--- src/logic/cmpd_pkg.sv ---
// constants for the clock mode and power-down control block
package cmpd_pkg;
  localparam logic [11:0] ADDR_CLKMODE = 12'h000;
  localparam logic [11:0] ADDR_RTCTRL  = 12'h004;
  localparam logic [11:0] ADDR_STATUS  = 12'h008;
  localparam logic [11:0] ADDR_CMD     = 12'h00c;
  localparam int CM_HLSEL  = 0;
  localparam int CM_IDLE   = 1;
  localparam int CM_LCD_CLOCK_ENABLE  = 2;
  localparam int CM_DIV_LO = 5;
  localparam int RT_QSTART = 4;
  localparam int ST_PDF    = 0;
  localparam int ST_TO     = 1;
  localparam int ST_MODE_LO = 4;
  localparam int CMD_HALT  = 0;
  localparam int CMD_WAKE  = 1;
  localparam int CMD_CLRWD = 2;
  localparam int CMD_WDTO  = 3;
  localparam logic [7:0] CLKMODE_RST = 8'h03;
  localparam int LCD_DIV   = 8;
  localparam int SYS4_DIV  = 4;
  localparam int WAKE_CYCLES = 1024;
  typedef enum logic [1:0] {
    CMPD_NORMAL, CMPD_SLOW, CMPD_IDLE, CMPD_SLEEP
  } cmpd_mode_t;
endpackage : cmpd_pkg

--- src/logic/cmpd_divider.sv ---
// enable-pulse divider: tick once every ratio input ticks
`timescale 1ns/10ps
`default_nettype none
module cmpd_divider #(
  parameter int W = 6
) (
  // clock and reset
  input  wire logic         sys_clk,
  input  wire logic         resetn,
  // control
  input  wire logic         run,
  input  wire logic         tick_in,
  input  wire logic [W-1:0] ratio_m1,
  // result
  output logic              tick_out
);
  typedef struct packed {
    logic [W-1:0] cnt;
    logic         tick;
  } cmpd_div_state_t;
  cmpd_div_state_t s_reg, s_next;
  always_comb begin
    s_next = s_reg;
    s_next.tick = 1'b0;
    if (!run) begin
      s_next.cnt = '0;
    end else if (tick_in) begin
      if (s_reg.cnt >= ratio_m1) begin
        s_next.cnt  = '0;
        s_next.tick = 1'b1;
      end else begin
        s_next.cnt = s_reg.cnt + W'(1);
      end
    end
  end
  always_ff @(posedge sys_clk or negedge resetn) begin
    if (!resetn) begin
      s_reg <= '0;
    end else begin
      s_reg <= s_next;
    end
  end
  assign tick_out = s_reg.tick;
endmodule : cmpd_divider
`default_nettype wire

--- src/logic/cmpd_clock_ctrl.sv ---
// clock source, operating mode and power-down control with apb registers
//
// The register addresses and the APB register port were decided locally.
`timescale 1ns/10ps
`default_nettype none
module cmpd_clock_ctrl #(
  parameter int  WAKE_WAIT = cmpd_pkg::WAKE_CYCLES,
  parameter bit  SUB_FROM_RC = 1'b1,
  parameter bit  PERIPH_FROM_SUB = 1'b1,
  parameter bit  WDT_FROM_OWN_OSC = 1'b1,
  parameter bit  EXT_CLOCK_MODE = 1'b0,
  parameter bit  EXT_FILTER_ON = 1'b1
) (
  // clock and reset
  input  wire logic        sys_clk,
  input  wire logic        resetn,
  // apb slave
  input  wire logic        psel,
  input  wire logic        penable,
  input  wire logic        pwrite,
  input  wire logic [11:0] paddr,
  input  wire logic [31:0] pwdata,
  output logic [31:0]      prdata,
  output logic             pready,
  output logic             pslverr,
  // oscillator ticks, synchronous one-cycle enables
  input  wire logic        high_osc_tick,
  input  wire logic        high_osc_input_pin,
  input  wire logic        sub_crystal_tick,
  input  wire logic        internal_low_freq_rc,
  input  wire logic        wdt_osc_tick,
  // cpu events
  input  wire logic        halt_exec,
  input  wire logic        wake_event,
  // clock enables and state out
  output logic             high_clock,
  output logic             slow_clock,
  output logic             system_clock,
  output logic             sub_clock,
  output logic             peripheral_clock,
  output logic             lcd_clock,
  output logic             watchdog_clock,
  output logic             cpu_run,
  output logic             hold_state,
  output logic             quick_start_control,
  output logic             ext_filter_enable,
  output logic             wdt_clear,
  output logic [1:0]       op_mode
);
  typedef enum logic [1:0] {ST_RUN, ST_DOWN, ST_WAKE} cmpd_pd_t;
  typedef struct packed {
    logic [7:0]  clkmode;
    logic        qstart;
    logic        power_down_flag;
    logic        to;
    cmpd_pd_t    pd;
    logic [10:0] wcnt;
    logic [31:0] rdata;
    logic        ready;
    logic        err;
    logic        hclk, sclk, sysclk, subclk, pclk, lclk, wclk;
    logic [1:0]  sys4cnt;
    logic        wclr;
  } cmpd_state_t;
  cmpd_state_t s_reg, s_next;
  logic sub_src, slow_tick, lcd_tick, hi_src, hi_run;
  function automatic logic addr_hit(input logic [11:0] a,
                                    input logic [11:0] ref_a);
    addr_hit = (a == ref_a);
  endfunction : addr_hit
  assign sub_src = SUB_FROM_RC ? internal_low_freq_rc
                               : sub_crystal_tick;
  assign hi_src  = EXT_CLOCK_MODE ? high_osc_input_pin : high_osc_tick;
  assign hi_run  = (s_reg.pd != ST_DOWN);
  cmpd_divider #(.W(6)) u_slow (
    .sys_clk  (sys_clk),
    .resetn   (resetn),
    .run      (hi_run),
    .tick_in  (hi_src),
    .ratio_m1 (6'((7'd2 << s_reg.clkmode[cmpd_pkg::CM_DIV_LO +: 3]) - 7'd1)),
    .tick_out (slow_tick)
  );
  cmpd_divider #(.W(3)) u_lcd (
    .sys_clk  (sys_clk),
    .resetn   (resetn),
    .run      (1'b1),
    .tick_in  (sub_src),
    .ratio_m1 (3'(cmpd_pkg::LCD_DIV - 1)),
    .tick_out (lcd_tick)
  );
  always_comb begin
    logic [1:0]  wr_mode;
    logic        sys_t;
    logic        sys4;
    wr_mode = 2'b00;
    sys_t = 1'b0;
    sys4 = 1'b0;
    s_next = s_reg;
    s_next.ready = 1'b0;
    s_next.err = 1'b0;
    s_next.wclr = 1'b0;
    // apb: one wait state, answer in access phase
    if (psel && penable && !s_reg.ready) begin
      s_next.ready = 1'b1;
      s_next.rdata = '0;
      if (addr_hit(paddr, cmpd_pkg::ADDR_CLKMODE)) begin
        s_next.rdata[7:0] = s_reg.clkmode;
        if (pwrite) s_next.clkmode = pwdata[7:0];
      end else if (addr_hit(paddr, cmpd_pkg::ADDR_RTCTRL)) begin
        s_next.rdata[cmpd_pkg::RT_QSTART] = s_reg.qstart;
        if (pwrite) s_next.qstart = pwdata[cmpd_pkg::RT_QSTART];
      end else if (addr_hit(paddr, cmpd_pkg::ADDR_STATUS)) begin
        s_next.rdata[cmpd_pkg::ST_PDF] = s_reg.power_down_flag;
        s_next.rdata[cmpd_pkg::ST_TO]  = s_reg.to;
        s_next.rdata[cmpd_pkg::ST_MODE_LO +: 2] = op_mode;
      end else if (addr_hit(paddr, cmpd_pkg::ADDR_CMD)) begin
        if (pwrite && pwdata[cmpd_pkg::CMD_CLRWD]) begin
          s_next.power_down_flag = 1'b0;
          s_next.to = 1'b0;
          s_next.wclr = 1'b1;
        end
        if (pwrite && pwdata[cmpd_pkg::CMD_WDTO]) s_next.to = 1'b1;
        if (pwrite && pwdata[cmpd_pkg::CMD_HALT]) wr_mode[0] = 1'b1;
        if (pwrite && pwdata[cmpd_pkg::CMD_WAKE]) wr_mode[1] = 1'b1;
      end else begin
        s_next.err = 1'b1;
      end
    end
    // power-down sequencing
    case (s_reg.pd)
      ST_RUN: begin
        if (halt_exec || wr_mode[0]) begin
          s_next.pd = ST_DOWN;
          s_next.power_down_flag = 1'b1;
          s_next.to = 1'b0;
          s_next.wclr = 1'b1;
        end
      end
      ST_DOWN: begin
        if (wake_event || wr_mode[1]) begin
          s_next.pd = ST_WAKE;
          s_next.wcnt = '0;
        end
      end
      ST_WAKE: begin
        if (s_reg.sysclk) s_next.wcnt = s_reg.wcnt + 11'd1;
        if (s_reg.wcnt >= 11'(WAKE_WAIT)) s_next.pd = ST_RUN;
      end
      default: s_next.pd = ST_RUN;
    endcase
    // clock enables
    sys_t = s_reg.clkmode[cmpd_pkg::CM_HLSEL] ? hi_src : slow_tick;
    if (s_reg.pd == ST_DOWN) sys_t = 1'b0;
    s_next.hclk = hi_run & hi_src;
    s_next.sclk = hi_run & slow_tick;
    s_next.sysclk = sys_t;
    s_next.subclk = sub_src;
    if (sys_t) s_next.sys4cnt = s_reg.sys4cnt + 2'd1;
    sys4 = sys_t && (s_reg.sys4cnt == 2'(cmpd_pkg::SYS4_DIV - 1));
    s_next.pclk = PERIPH_FROM_SUB ? sub_src : sys4;
    s_next.lclk = lcd_tick && s_reg.clkmode[cmpd_pkg::CM_LCD_CLOCK_ENABLE];
    s_next.wclk = WDT_FROM_OWN_OSC ? wdt_osc_tick : sys4;
    if (s_reg.pd == ST_DOWN && !s_reg.clkmode[cmpd_pkg::CM_IDLE]) begin
      s_next.pclk = 1'b0;
      s_next.lclk = 1'b0;
    end
  end
  always_ff @(posedge sys_clk or negedge resetn) begin
    if (!resetn) begin
      s_reg <= '0;
      s_reg.clkmode <= cmpd_pkg::CLKMODE_RST;
      s_reg.pd <= ST_RUN;
    end else begin
      s_reg <= s_next;
    end
  end
  always_ff @(posedge sys_clk or negedge resetn) begin
    if (!resetn) begin
      op_mode <= 2'(cmpd_pkg::CMPD_NORMAL);
    end else if (s_next.pd == ST_DOWN) begin
      op_mode <= s_next.clkmode[cmpd_pkg::CM_IDLE] ? 2'(cmpd_pkg::CMPD_IDLE)
                 : 2'(cmpd_pkg::CMPD_SLEEP);
    end else begin
      op_mode <= s_next.clkmode[cmpd_pkg::CM_HLSEL]
                 ? 2'(cmpd_pkg::CMPD_NORMAL) : 2'(cmpd_pkg::CMPD_SLOW);
    end
  end
  assign prdata = s_reg.rdata;
  assign pready = s_reg.ready;
  assign pslverr = s_reg.err;
  assign high_clock = s_reg.hclk;
  assign slow_clock = s_reg.sclk;
  assign system_clock = s_reg.sysclk;
  assign sub_clock = s_reg.subclk;
  assign peripheral_clock = s_reg.pclk;
  assign lcd_clock = s_reg.lclk;
  assign watchdog_clock = s_reg.wclk;
  assign cpu_run = (s_reg.pd == ST_RUN);
  assign hold_state = (s_reg.pd != ST_RUN);
  assign quick_start_control = s_reg.qstart;
  assign ext_filter_enable = EXT_FILTER_ON;
  assign wdt_clear = s_reg.wclr;
endmodule : cmpd_clock_ctrl
`default_nettype wire

--- config.mk ---
export PLATFORM = sky130hd
export DESIGN_NAME = cmpd_clock_ctrl
export DESIGN_NICKNAME = d
export VERILOG_FILES = /design/src/logic/cmpd_pkg.sv /design/src/logic/cmpd_divider.sv /design/src/logic/cmpd_clock_ctrl.sv
export SDC_FILE = /design/constraint.sdc
export NUM_CORES = 1
export LEC_CHECK = 0
export BUFFER_PORTS_ARGS = -buffer_cell sky130_fd_sc_hd__buf_2
export CAP_MARGIN = 0
export CORE_ASPECT_RATIO = 2
export CORE_UTILIZATION = 30
export CTS_CLUSTER_SIZE = 16
export DETAILED_ROUTE_END_ITERATION = 6
export PLACE_DENSITY_LB_ADDON = 0.15
export SYNTH_ARGS = -nofsm -noshare
export SYNTH_HDL_FRONTEND = slang
export SYNTH_SLANG_ARGS = --single-unit
--- constraint.sdc ---
create_clock -name sys_clk -period 4.5 [get_ports sys_clk]
set_input_delay 1.125 -clock sys_clk [delete_from_list [all_inputs] [get_ports sys_clk]]
set_output_delay 1.125 -clock sys_clk [all_outputs]
set_load 0.005 [all_outputs]
Word-level counts from Yosys, hierarchy flattened
Index checks and enable logic that the tools add are counted.
{"block": "op_classes", "shift": 1, "muxes": 61, "add_sub_neg": 4, "n_div": 0, "n_eq_ne": 10, "n_lt_le_gt_ge": 3, "mul": 0, "n_reduce_logical": 19, "bitwise": 3}
{"cell": "$mux W2", "n": 23}
{"cell": "$mux W1", "n": 27}
{"cell": "$eq A12 B4 Y1 const B", "n": 2}
{"cell": "$pmux W11 S2", "n": 1}
{"cell": "$mux W13", "n": 1}
{"cell": "$eq A12 B3 Y1 const B", "n": 1}
{"cell": "$logic_not A12 Y1", "n": 1}
{"cell": "$mux W6", "n": 2}
{"cell": "$add A11 B1 Y11 const B", "n": 1}
{"cell": "$ge A11 B11 Y1 const B", "n": 1}
{"cell": "$mux W11", "n": 1}
{"cell": "$logic_and A1 B1 Y1", "n": 8}
{"cell": "$mux W7", "n": 1}
{"cell": "$add A6 B1 Y6 const B", "n": 1}
{"cell": "$ge A6 B6 Y1", "n": 1}
{"cell": "$mux W3", "n": 2}
{"cell": "$ne A2 B2 Y1 const B", "n": 3}
{"cell": "$pmux W2 S3", "n": 1}
{"cell": "$reduce_and A3 Y1", "n": 2}
{"cell": "$shl A2 B3 Y6 const A", "n": 1}
{"cell": "$sub A6 B1 Y6 const B", "n": 1}
{"cell": "$mux W5", "n": 1}
{"cell": "$eq A2 B1 Y1 const B", "n": 2}
{"cell": "$mux W4", "n": 1}
{"cell": "11 further kinds", "n": 15}
{"block": "totals", "memories": 0, "rom_bits": 0, "wordCells": 124, "register_bits": 55, "out_inout_bits": 48, "latch_bits": 0, "inputBits": 56, "mem_bits_rw": 0}

Logic depth before layout (Yosys ltp)
Gate-level depths: netlist (run 1).
{"block": "logic_depth", "ltp_word": 12, "mapped_depth": 8, "ltp_nobuf": 8}

Cells and area by module
Synthesis (run 1) repeated with hierarchy kept, for this count alone.
{"block": "hier_totals", "hier_cells": 294, "hier_area_um2": 2992.9}
{"mod": "cmpd_clock_ctrl", "area_each_um2": 2245.9, "cells_each": 213, "seq_area_each_um2": 1103.6, "instances": 1}
{"mod": "cmpd_divider (u_slow)", "area_each_um2": 488.0, "cells_each": 54, "seq_area_each_um2": 175.2, "instances": 1}
{"mod": "cmpd_divider (u_lcd)", "area_each_um2": 259.0, "cells_each": 27, "seq_area_each_um2": 100.1, "instances": 1}

Worst setup path before layout (run 1)
OpenSTA, ideal clock, no wires.
{"block": "synth_path", "path_type": "input to register", "from": "input port psel", "to": "register s_reg[45] in the netlist's numbering", "path_stages": 8, "setup_ns": 0.121, "arrival_time_ns": 2.392, "slack_ns": 1.986, "required_ns": 4.379, "n_path_buf": 2, "path_cell_list": "nand2_1 -> or2_1 -> buf_2 -> nor4_4 -> a31oi_1 -> nor2_1 -> buf_2 -> nor2_1"}
{"block": "synth_via", "elab_chain_cells": 6}
{"item": "from (decl)", "line_no": "cmpd_clock_ctrl.sv:18", "text": "input wire logic psel,"}
{"item": "$logic_and A1 B1 Y1 (2 in series)", "line_no": "cmpd_clock_ctrl.sv:103", "text": "if (psel && penable && !s_reg.ready) begin"}
{"item": "$mux W2", "line_no": "cmpd_clock_ctrl.sv:103"}
{"item": "$logic_or A1 B1 Y1", "line_no": "cmpd_clock_ctrl.sv:140", "text": "if (wake_event || wr_mode[1]) begin"}
{"item": "$ne A2 B2 Y1 (no line)"}
{"item": "$reduce_and A3 Y1 (no line)"}
{"item": "to (signal assigned)", "line_no": "cmpd_clock_ctrl.sv:174", "text": "s_reg <= s_next;"}
{"item": "to (decl)", "line_no": "cmpd_clock_ctrl.sv:65", "text": "cmpd_state_t s_reg, s_next;"}
Every way passes these cells.
A chain may end at the register's enable or synchronous reset.

Final worst setup path (run 1)
{"block": "layout_path", "from": "input port paddr[9]", "to": "register s_reg[44] in the netlist's numbering"}
{"block": "layout_via", "elab_chain_cells": 9, "word_cells_on_any_way": 12, "classes_between": "4 x eq/ne; 5 x mux; 3 x reduce/logical"}
{"item": "from (decl)", "line_no": "cmpd_clock_ctrl.sv:21", "text": "input wire logic [11:0] paddr,"}
{"item": "$eq A12 B4 Y1", "line_no": "cmpd_clock_ctrl.sv:69", "text": "addr_hit = (a == ref_a);"}
{"item": "$mux W2", "line_no": "cmpd_clock_ctrl.sv:116", "text": "end else if (addr_hit(paddr, cmpd_pkg::ADDR_CMD)) begin"}
{"item": "$mux W2", "line_no": "cmpd_clock_ctrl.sv:112", "text": "end else if (addr_hit(paddr, cmpd_pkg::ADDR_STATUS)) begin"}
{"item": "$mux W2", "line_no": "cmpd_clock_ctrl.sv:109", "text": "end else if (addr_hit(paddr, cmpd_pkg::ADDR_RTCTRL)) begin"}
{"item": "$mux W2 (*)", "line_no": "cmpd_clock_ctrl.sv:106", "text": "if (addr_hit(paddr, cmpd_pkg::ADDR_CLKMODE)) begin"}
{"item": "$mux W2 (*)", "line_no": "cmpd_clock_ctrl.sv:103"}
{"item": "$logic_or A1 B1 Y1 (*)", "line_no": "cmpd_clock_ctrl.sv:140"}
{"item": "$ne A2 B2 Y1 (no line) (*)"}
{"item": "$reduce_and A3 Y1 (no line) (*)"}
Mark *: on every way between the ends. The rest lies on a longest branch, timed or not.

==> impl_results.rst, run 1 <==
.. list-table::
   :header-rows: 1

   * - Metric
     - Value
   * - Outcome
     - finished with violations
   * - Violated checks
     - DRC
   * - Quantity of I/O buffers inserted on ports
     - 52
   * - Leading register cell type out of synthesis
     - sky130_fd_sc_hd__dfrtp_1
   * - Peak supply drop
     - 189 uV
   * - Class of the tightest hold or removal check
     - reg2reg
   * - Placed cell count
     - 400
   * - Proportion of layout cells with a drive suffix above 1
     - 0.265
   * - Minimum setup slack among reg-to-reg paths
     - 2.22 ns
   * - Maximum level of the CTS H-tree
     - 2
   * - Number of global-route vias before repair
     - 2012
   * - Worst slew margin relative to its limit
     - 0.440
   * - I/O Pins
     - 104
   * - Min Tclk post-route
     - 2.98 ns
   * - Routability congestion estimate
     - 0.719
   * - GR Util met3
     - 0.0254
   * - Grt met2 use
     - 0.247
   * - Vias after detailed routing
     - 1913
   * - Number of max-slew violations in the final report
     - 0
   * - Height of the chip
     - ~140 um
   * - Number of buffers inserted during clock tree synthesis
     - 5
   * - Final setup vio count
     - 0
   * - DRT antenna net count
     - 0
   * - Total number of nets in the final design
     - 370
   * - TritonCTS clock tree
     - yes
   * - Initial Util
     - 0.311
   * - Final cycle utilization of the critical path
     - 0.662
   * - Buffer cell driving the clock tree root
     - sky130_fd_sc_hd__clkbuf_16
   * - Count of unique library cells instantiated by Yosys
     - 50
   * - Critical-path top delay cell
     - sky130_fd_sc_hd__nor2_1
   * - Dominant cells by area after synthesis
     - sky130_fd_sc_hd__dfrtp_1, sky130_fd_sc_hd__buf_4, sky130_fd_sc_hd__mux2_2, sky130_fd_sc_hd__ha_1, sky130_fd_sc_hd__nor2_1
   * - Iteration-0 DRC Markers
     - 109
   * - Sequential share of the synthesized area
     - 0.489
   * - Die Area
     - 0.00981 mm^2
   * - Layout overhead on the synthesized area
     - 12.8%
   * - Transition time at the pin with the least slew margin
     - 0.840 ns
   * - Buffer levels on the longest clock path
     - 2
   * - RSZ-0062 raised after global routing
     - false
   * - Number of standard cells after synthesis
     - 258
   * - Post-CTS setup-driven buffer insertion count
     - 0
   * - Max FO, Critical Path
     - 12
   * - Sum of negative setup slack
     - 0 ns
   * - 1st-pass router iterations
     - 6
   * - Floorplan core area
     - 0.00907 mm^2
   * - HPWL reported at the end of detailed placement
     - 4400 um
   * - Async set-reset flop share out of synthesis
     - 1.00
   * - Most numerous cell types in the synthesized netlist
     - sky130_fd_sc_hd__dfrtp_1, sky130_fd_sc_hd__buf_4, sky130_fd_sc_hd__nor2_1
   * - Ordered list of cells on the worst path
     - buf_2 -> nor4_4 -> nand3_4 -> nor4_4 -> a31oi_1 -> nor2_1 -> o21ai_0
   * - Share of the synthesized area in the top cell type
     - 0.470
   * - Routed length per instance
     - 14.0 um
   * - Die width
     - slightly above 70 um
   * - Netlist area before placement
     - 0.00282 mm^2
   * - Layer with the highest usage after global routing
     - met2
   * - Clock-pin slew on the worst setup and hold paths
     - around 0.07 ns
   * - Met1 track demand over resource in global routing
     - 0.137
   * - Flip-flop count of the largest register, all copies and words added
     - 23
   * - Count of unresolved DRC violations after routing
     - 20
   * - Static Leakage
     - 1.62 nW
   * - Clock skew
     - 0.00412 ns
   * - Number of storage elements in the synthesis netlist
     - 55
   * - Sort of element at the end of the critical path
     - flip-flop
   * - Category of the most critical setup path
     - in2reg
   * - Antenna violations before repair
     - 0
   * - Critical path arrival
     - around 3.1 ns
   * - Post-CTS Hold Fix Bufs
     - 0
   * - Maximum clock frequency
     - 336 MHz
   * - Cell accounting for the most synthesized area
     - sky130_fd_sc_hd__dfrtp_1
   * - Number of warning messages in the yosys log
     - 0
   * - Post-cts sizing count
     - 0
   * - Hold Vio Cnt, Final
     - 0
   * - Critical Path Source Type
     - input pin
   * - Site Rows
     - 49
   * - # diodes
     - 0
   * - Most frequent cell on the critical path
     - sky130_fd_sc_hd__nor4_4
   * - WP data required
     - 4.63 ns
   * - Wire length of the first global-routing pass
     - 9870 um
   * - Aggregate global-route resource usage
     - 0.129
   * - Pin count of the biggest net entering global routing
     - 37
   * - Cell Pwr Density
     - just under 400 mW/mm^2
   * - Post-synth EDFFs
     - 0
   * - Routed wire length
     - 5710 um
   * - Routed vias/inst
     - around 4.7
   * - Congestion Overflow GR
     - 0
   * - Final non-filler cell total
     - 408
   * - Clock net sink count
     - between 50 and 60
   * - Post-Syn Area per Cell
     - between 10 and 15 um^2
   * - Final total power
     - 0.00125 W
   * - MaxCap Viol Count
     - 0
   * - Most frequent cell after synthesis
     - sky130_fd_sc_hd__dfrtp_1
   * - Crit path largest cell delay
     - 0.62 ns
   * - Insertion delay of the later-clocked pin in the worst-skew pair
     - 0.29 ns
[metal layers]
metal,share of wire,routed length (um)
met1,0.38,2140
met5,0,0
met4,0.017,97
met3,0.048,274
met2,0.56,3190
[path summary, 6_finish.rpt]
check,from,end,depth (start not counted)
worst min register to register,prdata[4]$_DFFE_PN0P_,prdata[4]$_DFFE_PN0P_,2
worst max-delay path,paddr[9],s_reg[44]$_DFFE_PN0P_,7
worst min-delay path,prdata[4]$_DFFE_PN0P_,prdata[4]$_DFFE_PN0P_,2
max in group asynchronous,resetn,s_reg[61]$_DFF_PN1_,2
min in group asynchronous,resetn,peripheral_clock$_DFF_PN0_,1
worst max register to register,pready$_DFF_PN0_,s_reg[44]$_DFFE_PN0P_,5
[critical path: cells and delay by family]
| kind | cells | cell delay [ns] |
|---|---|---|
| and+or+nand+nor | 4 | 1.46 |
| AOI/OAI and AO/OA | 2 | 0.40 |
| buffers and inverters | 1 | 0.11 |
[metrics by stage]
| step | cell area, um^2 | hold slack (ns) | utilization | setup slack [ns] |
|---|---|---|---|---|
| floorplan | 2910 | 0.444 | - | 1.99 |
| global placement | 3040 | 0.455 | 0.335 | 1.17 |
| detailed placement | 3040 | 0.461 | 0.335 | 1.15 |
| CTS | 3180 | 0.480 | 0.350 | 1.43 |
| global route | 3180 | 0.511 | 0.350 | 1.25 |
| finish | 3180 | 0.472 | 0.350 | 1.52 |
[placed cells by master (no fill, tap or decap), types with 3 or more instances in the layout]
cell type                   synthesis  final
sky130_fd_sc_hd__nor3_1             4      4
sky130_fd_sc_hd__a21boi_0           3      3
sky130_fd_sc_hd__xnor2_1            3      3
sky130_fd_sc_hd__inv_1              8      8
sky130_fd_sc_hd__nor2_1            24     24
sky130_fd_sc_hd__a21o_1             4      4
sky130_fd_sc_hd__a31oi_1            3      3
sky130_fd_sc_hd__o41ai_1            3      3
sky130_fd_sc_hd__nor4_4             4      4
sky130_fd_sc_hd__conb_1             2     25
sky130_fd_sc_hd__clkbuf_16          0      5
sky130_fd_sc_hd__ha_1               9      9
sky130_fd_sc_hd__xor2_1             6      6
sky130_fd_sc_hd__a21oi_1            4      4
sky130_fd_sc_hd__mux2i_1            7      7
sky130_fd_sc_hd__buf_2              3     52
sky130_fd_sc_hd__nand2_1           19     19
sky130_fd_sc_hd__a22o_1             4      4
sky130_fd_sc_hd__dfrtp_1           53     53
sky130_fd_sc_hd__mux2_2            11     11
sky130_fd_sc_hd__nand2b_1           5      5
sky130_fd_sc_hd__nand3_1            8      8
sky130_fd_sc_hd__o21ai_0            7      7
[cell type report]
type | count | area, um^2
inverter | 8 | 30.0
clock buffer | 7 | 133
fill | 956 | 5890
clock inverter | 1 | 5.00
tap | 102 | 128
sequential | 55 | 1380
multi-input combinational | 181 | 1230
timing repair buffer | 54 | 275
[report_power, final]
part	switching (W)	internal, W
logic	0.000157	0.000117
registers	0.0000483	0.000552
clock network	0.000170	0.000206
[kinds of logic (layout without fill, tap and decap cells)]
family / after synthesis / in the layout / synth area share
and+or+nand+nor: 81 / 81 / 0.167
DFF: 55 / 55 / 0.489
buffers and inverters: 45 / 70 / 0.105
AOI/OAI and AO/OA: 39 / 39 / 0.0994
muxes: 18 / 18 / 0.0688
adders and majority gates: 9 / 9 / 0.0399
xor gates and xnor gates: 9 / 9 / 0.0280
other: 2 / 25 / 0.00266
No activity file was read; power rests on OpenSTA's default activity.
==> run 2, diff against run 1 <==
==> constraint.sdc (replaced) <==
create_clock -name sys_clk -period 2.9 [get_ports sys_clk]
set_input_delay 0.725 -clock sys_clk [delete_from_list [all_inputs] [get_ports sys_clk]]
set_output_delay 0.725 -clock sys_clk [all_outputs]
set_load 0.005 [all_outputs]
==> run 2 against run 1 <==
Net effect: critical endpoint unchanged; the flow still finishes with violations (DRC); clock power rose by 80%; largest power group unchanged; worst hold slack improved by 0.0026 ns; clock-buffer cell count shrank 1; critical path type unchanged; highest routed layer unchanged.
==> impl_results.rst, run 2 (synthesized netlist as in run 1, its figures left out) <==
.. list-table::
   :header-rows: 1

   * - Metric
     - Value
   * - Congestion Overflow GR
     - 0 (unchanged)
   * - DRT antenna net count
     - 0 (unchanged)
   * - I/O Pins
     - 104 (unchanged)
   * - Peak supply drop
     - 361 uV (+92%)
   * - RSZ-0062 raised after global routing
     - false
   * - Routability congestion estimate
     - 0.720 (+0.15%)
   * - MaxCap Viol Count
     - 0 (unchanged)
   * - Clock skew
     - 0.0110 ns (+0.00693 ns)
   * - Number of global-route vias before repair
     - 1968 (-2.2%)
   * - Critical path arrival
     - 2.32 ns (-0.79 ns)
   * - Die Area
     - 0.00981 mm^2 (unchanged)
   * - Most frequent cell on the critical path
     - sky130_fd_sc_hd__nor4_4
   * - Iteration-0 DRC Markers
     - 100 (-8.3%)
   * - Post-cts sizing count
     - 0 (unchanged)
   * - Critical-path top delay cell
     - sky130_fd_sc_hd__nor4_4
   * - HPWL reported at the end of detailed placement
     - 4390 um (-0.33%)
   * - Clock group share of total power
     - 0.333 (+0.032)
   * - Number of buffers inserted during clock tree synthesis
     - 5 (unchanged)
   * - WP data required
     - 3.07 ns (-1.56 ns)
   * - Hold Vio Cnt, Final
     - 0 (unchanged)
   * - Height of the chip
     - 139 um (unchanged)
   * - Power share of the combinational group
     - 0.209 (-0.010)
   * - Vias after detailed routing
     - 1899 (-0.73%)
   * - Flip-flop count of the largest register, all copies and words added
     - 23 (unchanged)
   * - Layout overhead on the synthesized area
     - 14.6%
   * - Buffer cell driving the clock tree root
     - sky130_fd_sc_hd__clkbuf_16
   * - Number of max-slew violations in the final report
     - 0 (unchanged)
   * - Aggregate global-route resource usage
     - 0.125 (-0.00441)
   * - Crit path largest cell delay
     - 0.34 ns (-0.28 ns)
   * - Proportion of layout cells with a drive suffix above 1
     - 0.275 (+0.0104)
   * - Pin count of the biggest net entering global routing
     - 56 (+51%)
   * - Die width
     - 70.5 um (unchanged)
   * - Count of unresolved DRC violations after routing
     - 20 (unchanged)
   * - Violated checks
     - DRC
   * - 1st-pass router iterations
     - 6 (unchanged)
   * - Routed length per instance
     - 13.8 um (-1.6%)
   * - Routed wire length
     - 5650 um (-0.91%)
   * - Max FO, Critical Path
     - 12 (unchanged)
   * - Sort of element at the end of the critical path
     - flip-flop
   * - Cell Pwr Density
     - 629 mW/mm^2 (+60%)
   * - Switching power share of the total
     - 0.286 (-0.0142)
   * - Ordered list of cells on the worst path
     - buf_2 -> nor4_4 -> nand3_4 -> nor4_4 -> a31oi_1 -> nor2_1 -> buf_4 -> o21ai_0
   * - Total number of nets in the final design
     - 373 (+0.81%)
   * - # diodes
     - 0 (unchanged)
   * - Final cycle utilization of the critical path
     - 0.741
   * - Total net switching power
     - 0.000582 W (+55%)
   * - Wire length of the first global-routing pass
     - 9500 um (-3.7%)
   * - Insertion delay of the later-clocked pin in the worst-skew pair
     - 0.30 ns (about the same)
   * - Commonest cells after routing, fill and taps aside
     - sky130_fd_sc_hd__dfrtp_1, sky130_fd_sc_hd__buf_2, sky130_fd_sc_hd__conb_1
   * - Maximum level of the CTS H-tree
     - 2 (unchanged)
   * - Outcome
     - finished with violations
   * - Min Tclk post-route
     - 2.15 ns
   * - Initial Util
     - 0.311 (unchanged)
   * - TritonCTS clock tree
     - yes
   * - Category of the most critical setup path
     - in2reg
   * - Internal cell power
     - 0.00145 W (+66%)
   * - Clock net sink count
     - 55 (unchanged)
   * - Reg power frac
     - 0.458 (-0.022)
   * - Routed vias/inst
     - 4.62 (-1.5%)
   * - Floorplan core area
     - 0.00907 mm^2 (unchanged)
   * - Clock-pin slew on the worst setup and hold paths
     - 0.07 ns (about the same)
   * - Worst hold slack
     - 0.474 ns (+0.00262 ns)
   * - Worst slew margin relative to its limit
     - 0.539 (+0.0993)
   * - Post-CTS setup-driven buffer insertion count
     - 0 (unchanged)
   * - Antenna violations before repair
     - 0 (unchanged)
   * - Buffer levels on the longest clock path
     - 2 (unchanged)
   * - Static Leakage
     - 1.65 nW (+1.5%)
   * - Sum of negative setup slack
     - 0 ns (unchanged)
   * - Site Rows
     - 49 (unchanged)
   * - Final setup vio count
     - 0 (unchanged)
   * - Transition time at the pin with the least slew margin
     - 0.691 ns (-0.149 ns)
   * - Leading cell type in the layout, fill and taps excluded
     - sky130_fd_sc_hd__dfrtp_1
   * - Class of the tightest hold or removal check
     - reg2reg
   * - Critical Path Source Type
     - input pin
   * - Quantity of I/O buffers inserted on ports
     - 52 (unchanged)
   * - Maximum clock frequency
     - 465 MHz
   * - Post-CTS Hold Fix Bufs
     - 0 (unchanged)
==> run 2: changes by cell type in the layout (fill, tap and decap cells not counted) <==
| cell | delta |
|---|---|
| sky130_fd_sc_hd__bufinv_16 | +1 |
| sky130_fd_sc_hd__clkbuf_1 | -1 |
| sky130_fd_sc_hd__clkinv_2 | -1 |
| sky130_fd_sc_hd__clkinvlp_4 | +1 |
| sky130_fd_sc_hd__buf_4 | +3 |
==> run 2: path summary, 6_finish.rpt <==
| check | from | end | slack [ns] | depth (start not counted) |
|---|---|---|---|---|
| max | paddr[9] | s_reg[44]$_DFFE_PN0P_ | 0.75 | 8 |
| max in group asynchronous | resetn | high_clock$_DFF_PN0_ | 1.88 | 2 |
| max reg2reg | s_reg[66]$_DFFE_PN0P_ | u_slow.s_reg[6]$_DFFE_PN0P_ | 0.90 | 7 |
| min | prdata[1]$_DFFE_PN0P_ | prdata[1]$_DFFE_PN0P_ | 0.47 | 2 |
| min reg2reg | prdata[1]$_DFFE_PN0P_ | prdata[1]$_DFFE_PN0P_ | 0.47 | 2 |
| min in group asynchronous | resetn | prdata[0]$_DFFE_PN0P_ | 0.56 | 2 |
==> run 2: power groups by stage <==
stage	combinational (W)	clock, W	sequential, W
detailed placement	0.000440	0	0.000947
global route	0.000502	0.000733	0.000945
CTS	0.000439	0.000706	0.000933
global placement	0.000435	0	0.000946
floorplan	0.000292	0	0.000930
finish	0.000426	0.000676	0.000930
==> run 2: per-stage QoR <==
stage / util / power, W / setup slack (ns) / std cells / instance area (um^2)
3_5_place_dp: 0.338 / 0.00139 / 0.401 / 403 / 3060
6_report: 0.356 / 0.00203 / 0.751 / 411 / 3230
3_3_place_gp: 0.338 / 0.00138 / 0.380 / 403 / 3060
4_1_cts: 0.356 / 0.00208 / 0.685 / 411 / 3230
2_1_floorplan: - / 0.00122 / 0.786 / 281 / 2910
5_1_grt: 0.356 / 0.00218 / 0.552 / 411 / 3230
==> run 2: cell type report <==
| cell class | instances | area, um^2 |
|---|---|---|
| inverters | 8 | 30.0 |
| multi-input cells | 181 | 1230 |
| fillers | 932 | 5840 |
| clock buffers | 6 | 129 |
| well taps | 102 | 128 |
| flip-flops and latches | 55 | 1380 |
| clock inverters | 2 | 37.5 |
| repair buffers | 57 | 298 |
==> run 2: critical path: cells and delay by family <==
family / cells / cell delay (ns)
AO/OA/AOI/OAI: 2 / 0.30
buffers and inverters: 2 / 0.30
AND/OR/NAND/NOR: 4 / 0.98
==> run 2: per-layer routing <==
layer | GRT usage | share of wire
met1 | 0.125 | 0.36
met2 | 0.246 | 0.57
met3 | 0.0247 | 0.054
met4 | 0.0474 | 0.017
met5 | 0 | 0
==> run 3, diff against run 2 <==
--- a/config.mk
+++ b/config.mk
@@ -5,6 +5,7 @@
 export SDC_FILE = /design/constraint.sdc
 export NUM_CORES = 1
 export LEC_CHECK = 0
+export ABC_AREA = 1
 export BUFFER_PORTS_ARGS = -buffer_cell sky130_fd_sc_hd__buf_2
 export CAP_MARGIN = 0
 export CORE_ASPECT_RATIO = 2
==> constraint.sdc (replaced) <==
create_clock -name sys_clk -period 1.84 [get_ports sys_clk]
set_input_delay 0.46 -clock sys_clk [delete_from_list [all_inputs] [get_ports sys_clk]]
set_output_delay 0.46 -clock sys_clk [all_outputs]
set_load 0.005 [all_outputs]
==> run 3 against run 2 <==
Net effect: the run still ends with DRC left; clock skew down 0.0048 ns; design area up 2.4%; sequential cell count unchanged; highest routed layer unchanged; sequential power up 59%.
==> impl_results.rst, run 3 <==
.. list-table::
   :header-rows: 1

   * - Metric
     - Value
   * - Critical Path Source Type
     - flip-flop
   * - RSZ-0062 raised after global routing
     - false
   * - Async set-reset flop share out of synthesis
     - 1.00 (unchanged)
   * - Register Area
     - 0.00138 mm^2 (unchanged)
   * - Post-Syn Area per Cell
     - 8.65 um^2 (-21%)
   * - Aggregate global-route resource usage
     - 0.135 (+0.00996)
   * - Layout overhead on the synthesized area
     - 15.2%
   * - Maximum clock frequency
     - 632 MHz
   * - Most numerous cell types in the synthesized netlist
     - sky130_fd_sc_hd__nand2_1, sky130_fd_sc_hd__dfrtp_1, sky130_fd_sc_hd__inv_1
   * - Count of unique library cells instantiated by Yosys
     - 36 (-28%)
   * - Sum of negative setup slack
     - 0 ns (unchanged)
   * - Initial Util
     - 0.308 (-0.00275)
   * - Routability congestion estimate
     - 0.769 (+6.8%)
   * - Clock net sink count
     - 55 (unchanged)
   * - Buffer levels on the longest clock path
     - 2 (unchanged)
   * - Number of buffers inserted during clock tree synthesis
     - 5 (unchanged)
   * - Quantity of I/O buffers inserted on ports
     - 52 (unchanged)
   * - Maximum level of the CTS H-tree
     - 2 (unchanged)
   * - Die Area
     - 0.00999 mm^2 (+1.8%)
   * - Congestion Overflow GR
     - 0 (unchanged)
   * - Commonest cells after routing, fill and taps aside
     - sky130_fd_sc_hd__nand2_1, sky130_fd_sc_hd__dfrtp_1, sky130_fd_sc_hd__buf_2
   * - Placed cell count
     - 484 (+20%)
   * - Iteration-0 DRC Markers
     - 89 (-11%)
   * - Number of warning messages in the yosys log
     - 0 (unchanged)
   * - Vias after detailed routing
     - 2206 (+16%)
   * - Antenna violations before repair
     - 0 (unchanged)
   * - Peak supply drop
     - 409 uV (+13%)
   * - Site Rows
     - 50 (+2.0%)
   * - Total number of nets in the final design
     - 452 (+21%)
   * - Flip-flop count of the largest register, all copies and words added
     - 23 (unchanged)
   * - Number of storage elements in the synthesis netlist
     - 55 (unchanged)
   * - Outcome
     - finished with violations
   * - Final setup vio count
     - 0 (unchanged)
   * - Post-route standard cell area excluding fillers
     - 0.00331 mm^2 (+2.4%)
   * - Post-synth EDFFs
     - 0 (unchanged)
   * - WP data required
     - 2.06 ns (-1.01 ns)
   * - Sort of element at the end of the critical path
     - flip-flop
   * - Routed wire length
     - 6240 um (+10%)
   * - Critical path arrival
     - 1.80 ns (-0.52 ns)
   * - Critical Path Source
     - s_reg[66]$_DFFE_PN0P_
   * - Floorplan core area
     - 0.00932 mm^2 (+2.7%)
   * - Most frequent cell after synthesis
     - sky130_fd_sc_hd__nand2_1
   * - Clock skew
     - 0.00627 ns (-0.00477 ns)
   * - Dominant cells by area after synthesis
     - sky130_fd_sc_hd__dfrtp_1, sky130_fd_sc_hd__buf_4, sky130_fd_sc_hd__nand2_1, sky130_fd_sc_hd__inv_1, sky130_fd_sc_hd__nor2_1
   * - Category of the most critical setup path
     - reg2reg
   * - Final total power
     - 0.00309 W (+52%)
   * - Cell Pwr Density
     - 934 mW/mm^2 (+49%)
   * - Final non-filler cell total
     - 492 (+20%)
   * - Height of the chip
     - 140 um (+0.90%)
   * - Cell accounting for the most synthesized area
     - sky130_fd_sc_hd__dfrtp_1
   * - Number of global-route vias before repair
     - 2157 (+9.6%)
   * - # diodes
     - 0 (unchanged)
   * - Share of the synthesized area in the top cell type
     - 0.462 (-0.00841)
   * - Post-CTS Hold Fix Bufs
     - 0 (unchanged)
   * - Die width
     - 71.2 um (+0.88%)
   * - HPWL reported at the end of detailed placement
     - 4880 um (+11%)
   * - Area occupied by multi-input gates
     - 0.00117 mm^2 (-4.7%)
   * - Routed length per instance
     - 12.7 um (-7.8%)
   * - Hold Vio Cnt, Final
     - 0 (unchanged)
   * - Insertion delay of the later-clocked pin in the worst-skew pair
     - 0.30 ns (about the same)
   * - Number of filler cells placed in the layout
     - 1003 (+7.6%)
   * - 1st-pass router iterations
     - 7 (+1)
   * - Class of the tightest hold or removal check
     - in2async
   * - Count of unresolved DRC violations after routing
     - 3 (-85%)
   * - Final cycle utilization of the critical path
     - 0.860
   * - Static Leakage
     - 1.79 nW (+9.0%)
   * - Wire length of the first global-routing pass
     - 10400 um (+9.7%)
   * - Min Tclk post-route
     - around 1.6 ns
   * - TritonCTS clock tree
     - yes
   * - Standard cell area after detailed placement
     - 0.00316 mm^2 (+3.1%)
   * - MaxCap Viol Count
     - 0 (unchanged)
   * - Routed vias/inst
     - 4.48 (-3.0%)
   * - Sequential share of the synthesized area
     - 0.480 (-0.00874)
   * - Pin count of the biggest net entering global routing
     - 26 (-54%)
   * - Leading register cell type out of synthesis
     - sky130_fd_sc_hd__dfrtp_1
   * - Number of standard cells after synthesis
     - 332 (+29%)
   * - Origin of the critical flop-to-flop path
     - s_reg[66]$_DFFE_PN0P_
   * - DRT antenna net count
     - 0 (unchanged)
   * - Max FO, Critical Path
     - 6 (-6)
   * - Leading cell type in the layout, fill and taps excluded
     - sky130_fd_sc_hd__nand2_1
   * - Buffer cell driving the clock tree root
     - sky130_fd_sc_hd__clkbuf_16
   * - Proportion of layout cells with a drive suffix above 1
     - 0.216 (-0.0586)
   * - Number of max-slew violations in the final report
     - 0 (unchanged)
   * - Violated checks
     - DRC
   * - Netlist area before placement
     - 0.00287 mm^2 (+1.8%)
   * - I/O Pins
     - 104 (unchanged)
   * - Clock-pin slew on the worst setup and hold paths
     - 0.07 ns (about the same)
[run 3: where the power goes]
part | switching, W | internal [W]
registers | 0.000124 | 0.00136
clock network | 0.000429 | 0.000504
logic | 0.000410 | 0.000262
total | 0.000964 | 0.00213
[run 3: final cells by class]
| type | instances | area share |
|---|---|---|
| repair buffers | 59 | 0.0984 |
| flip-flops and latches | 55 | 0.417 |
| multi-input cells | 224 | 0.355 |
| clock inverters | 2 | 0.00378 |
| clock buffers | 6 | 0.0390 |
| well taps | 104 | 0.0393 |
| inverters | 42 | 0.0481 |
[run 3: worst max-delay path, stage by stage (launching register included)]
cell and delay, ns:
sky130_fd_sc_hd__dfrtp_1 0.42, sky130_fd_sc_hd__o21ai_0 0.19, sky130_fd_sc_hd__ha_1 0.27, sky130_fd_sc_hd__a21oi_1 0.14, sky130_fd_sc_hd__o21a_1 0.16, sky130_fd_sc_hd__nand3_2 0.14
sky130_fd_sc_hd__o21ai_0 0.18
[run 3: routing by layer]
metal | vias to the layer above | GRT usage | routed length [um]
met5 | - | 0 | 0
met4 | 0 | 0.0695 | 182
met3 | 11 | 0.0266 | 232
met2 | 50 | 0.239 | 3450
met1 | 1030 | 0.149 | 2380
li1 | 1115 | - | -
[run 3: worst paths after layout]
path / end / slack (ns) / depth (start not counted)
hold / removal: prdata[2]$_DFFE_PN0P_ / 0.07 / 1
max in group asynchronous: s_reg[62]$_DFFE_PN0P_ / 1.31 / 2
hold reg to reg: lcd_clock$_DFF_PN0_ / 0.47 / 2
setup / recovery: u_slow.s_reg[2]$_DFFE_PN0P_ / 0.26 / 6
min in group sys_clk: watchdog_clock$_DFF_PN0_ / 0.27 / 1
setup reg to reg: u_slow.s_reg[2]$_DFFE_PN0P_ / 0.26 / 6
[run 3: cells by family (layout without fill, tap and decap cells)]
| logic type | Yosys count | count (layout) | share of synthesized area |
|---|---|---|---|
| AOI/OAI and AO/OA | 34 | 34 | 0.0676 |
| xor gates and xnor gates | 12 | 12 | 0.0366 |
| adders and majority gates | 9 | 9 | 0.0392 |
| buffers and inverters | 76 | 109 | 0.143 |
| DFF | 55 | 55 | 0.480 |
| muxes | 1 | 1 | 0.00349 |
| other | 2 | 25 | 0.00262 |
| and+or+nand+nor | 143 | 143 | 0.227 |
[run 3: stage by stage]
step / setup slack, ns / util / hold slack [ns]
floorplan: 0.408 / - / 0.164
global placement: 0.172 / 0.339 / 0.392
detailed placement: 0.131 / 0.339 / 0.400
CTS: 0.130 / 0.354 / 0.0753
global route: 0.0955 / 0.355 / 0.0865
finish: 0.258 / 0.355 / 0.0700
[run 3: timing repair]
action,4_1_cts,5_1_grt
endpoints found under the setup margin,0,1
gates resized for setup,0,1
setup buffers,0,0
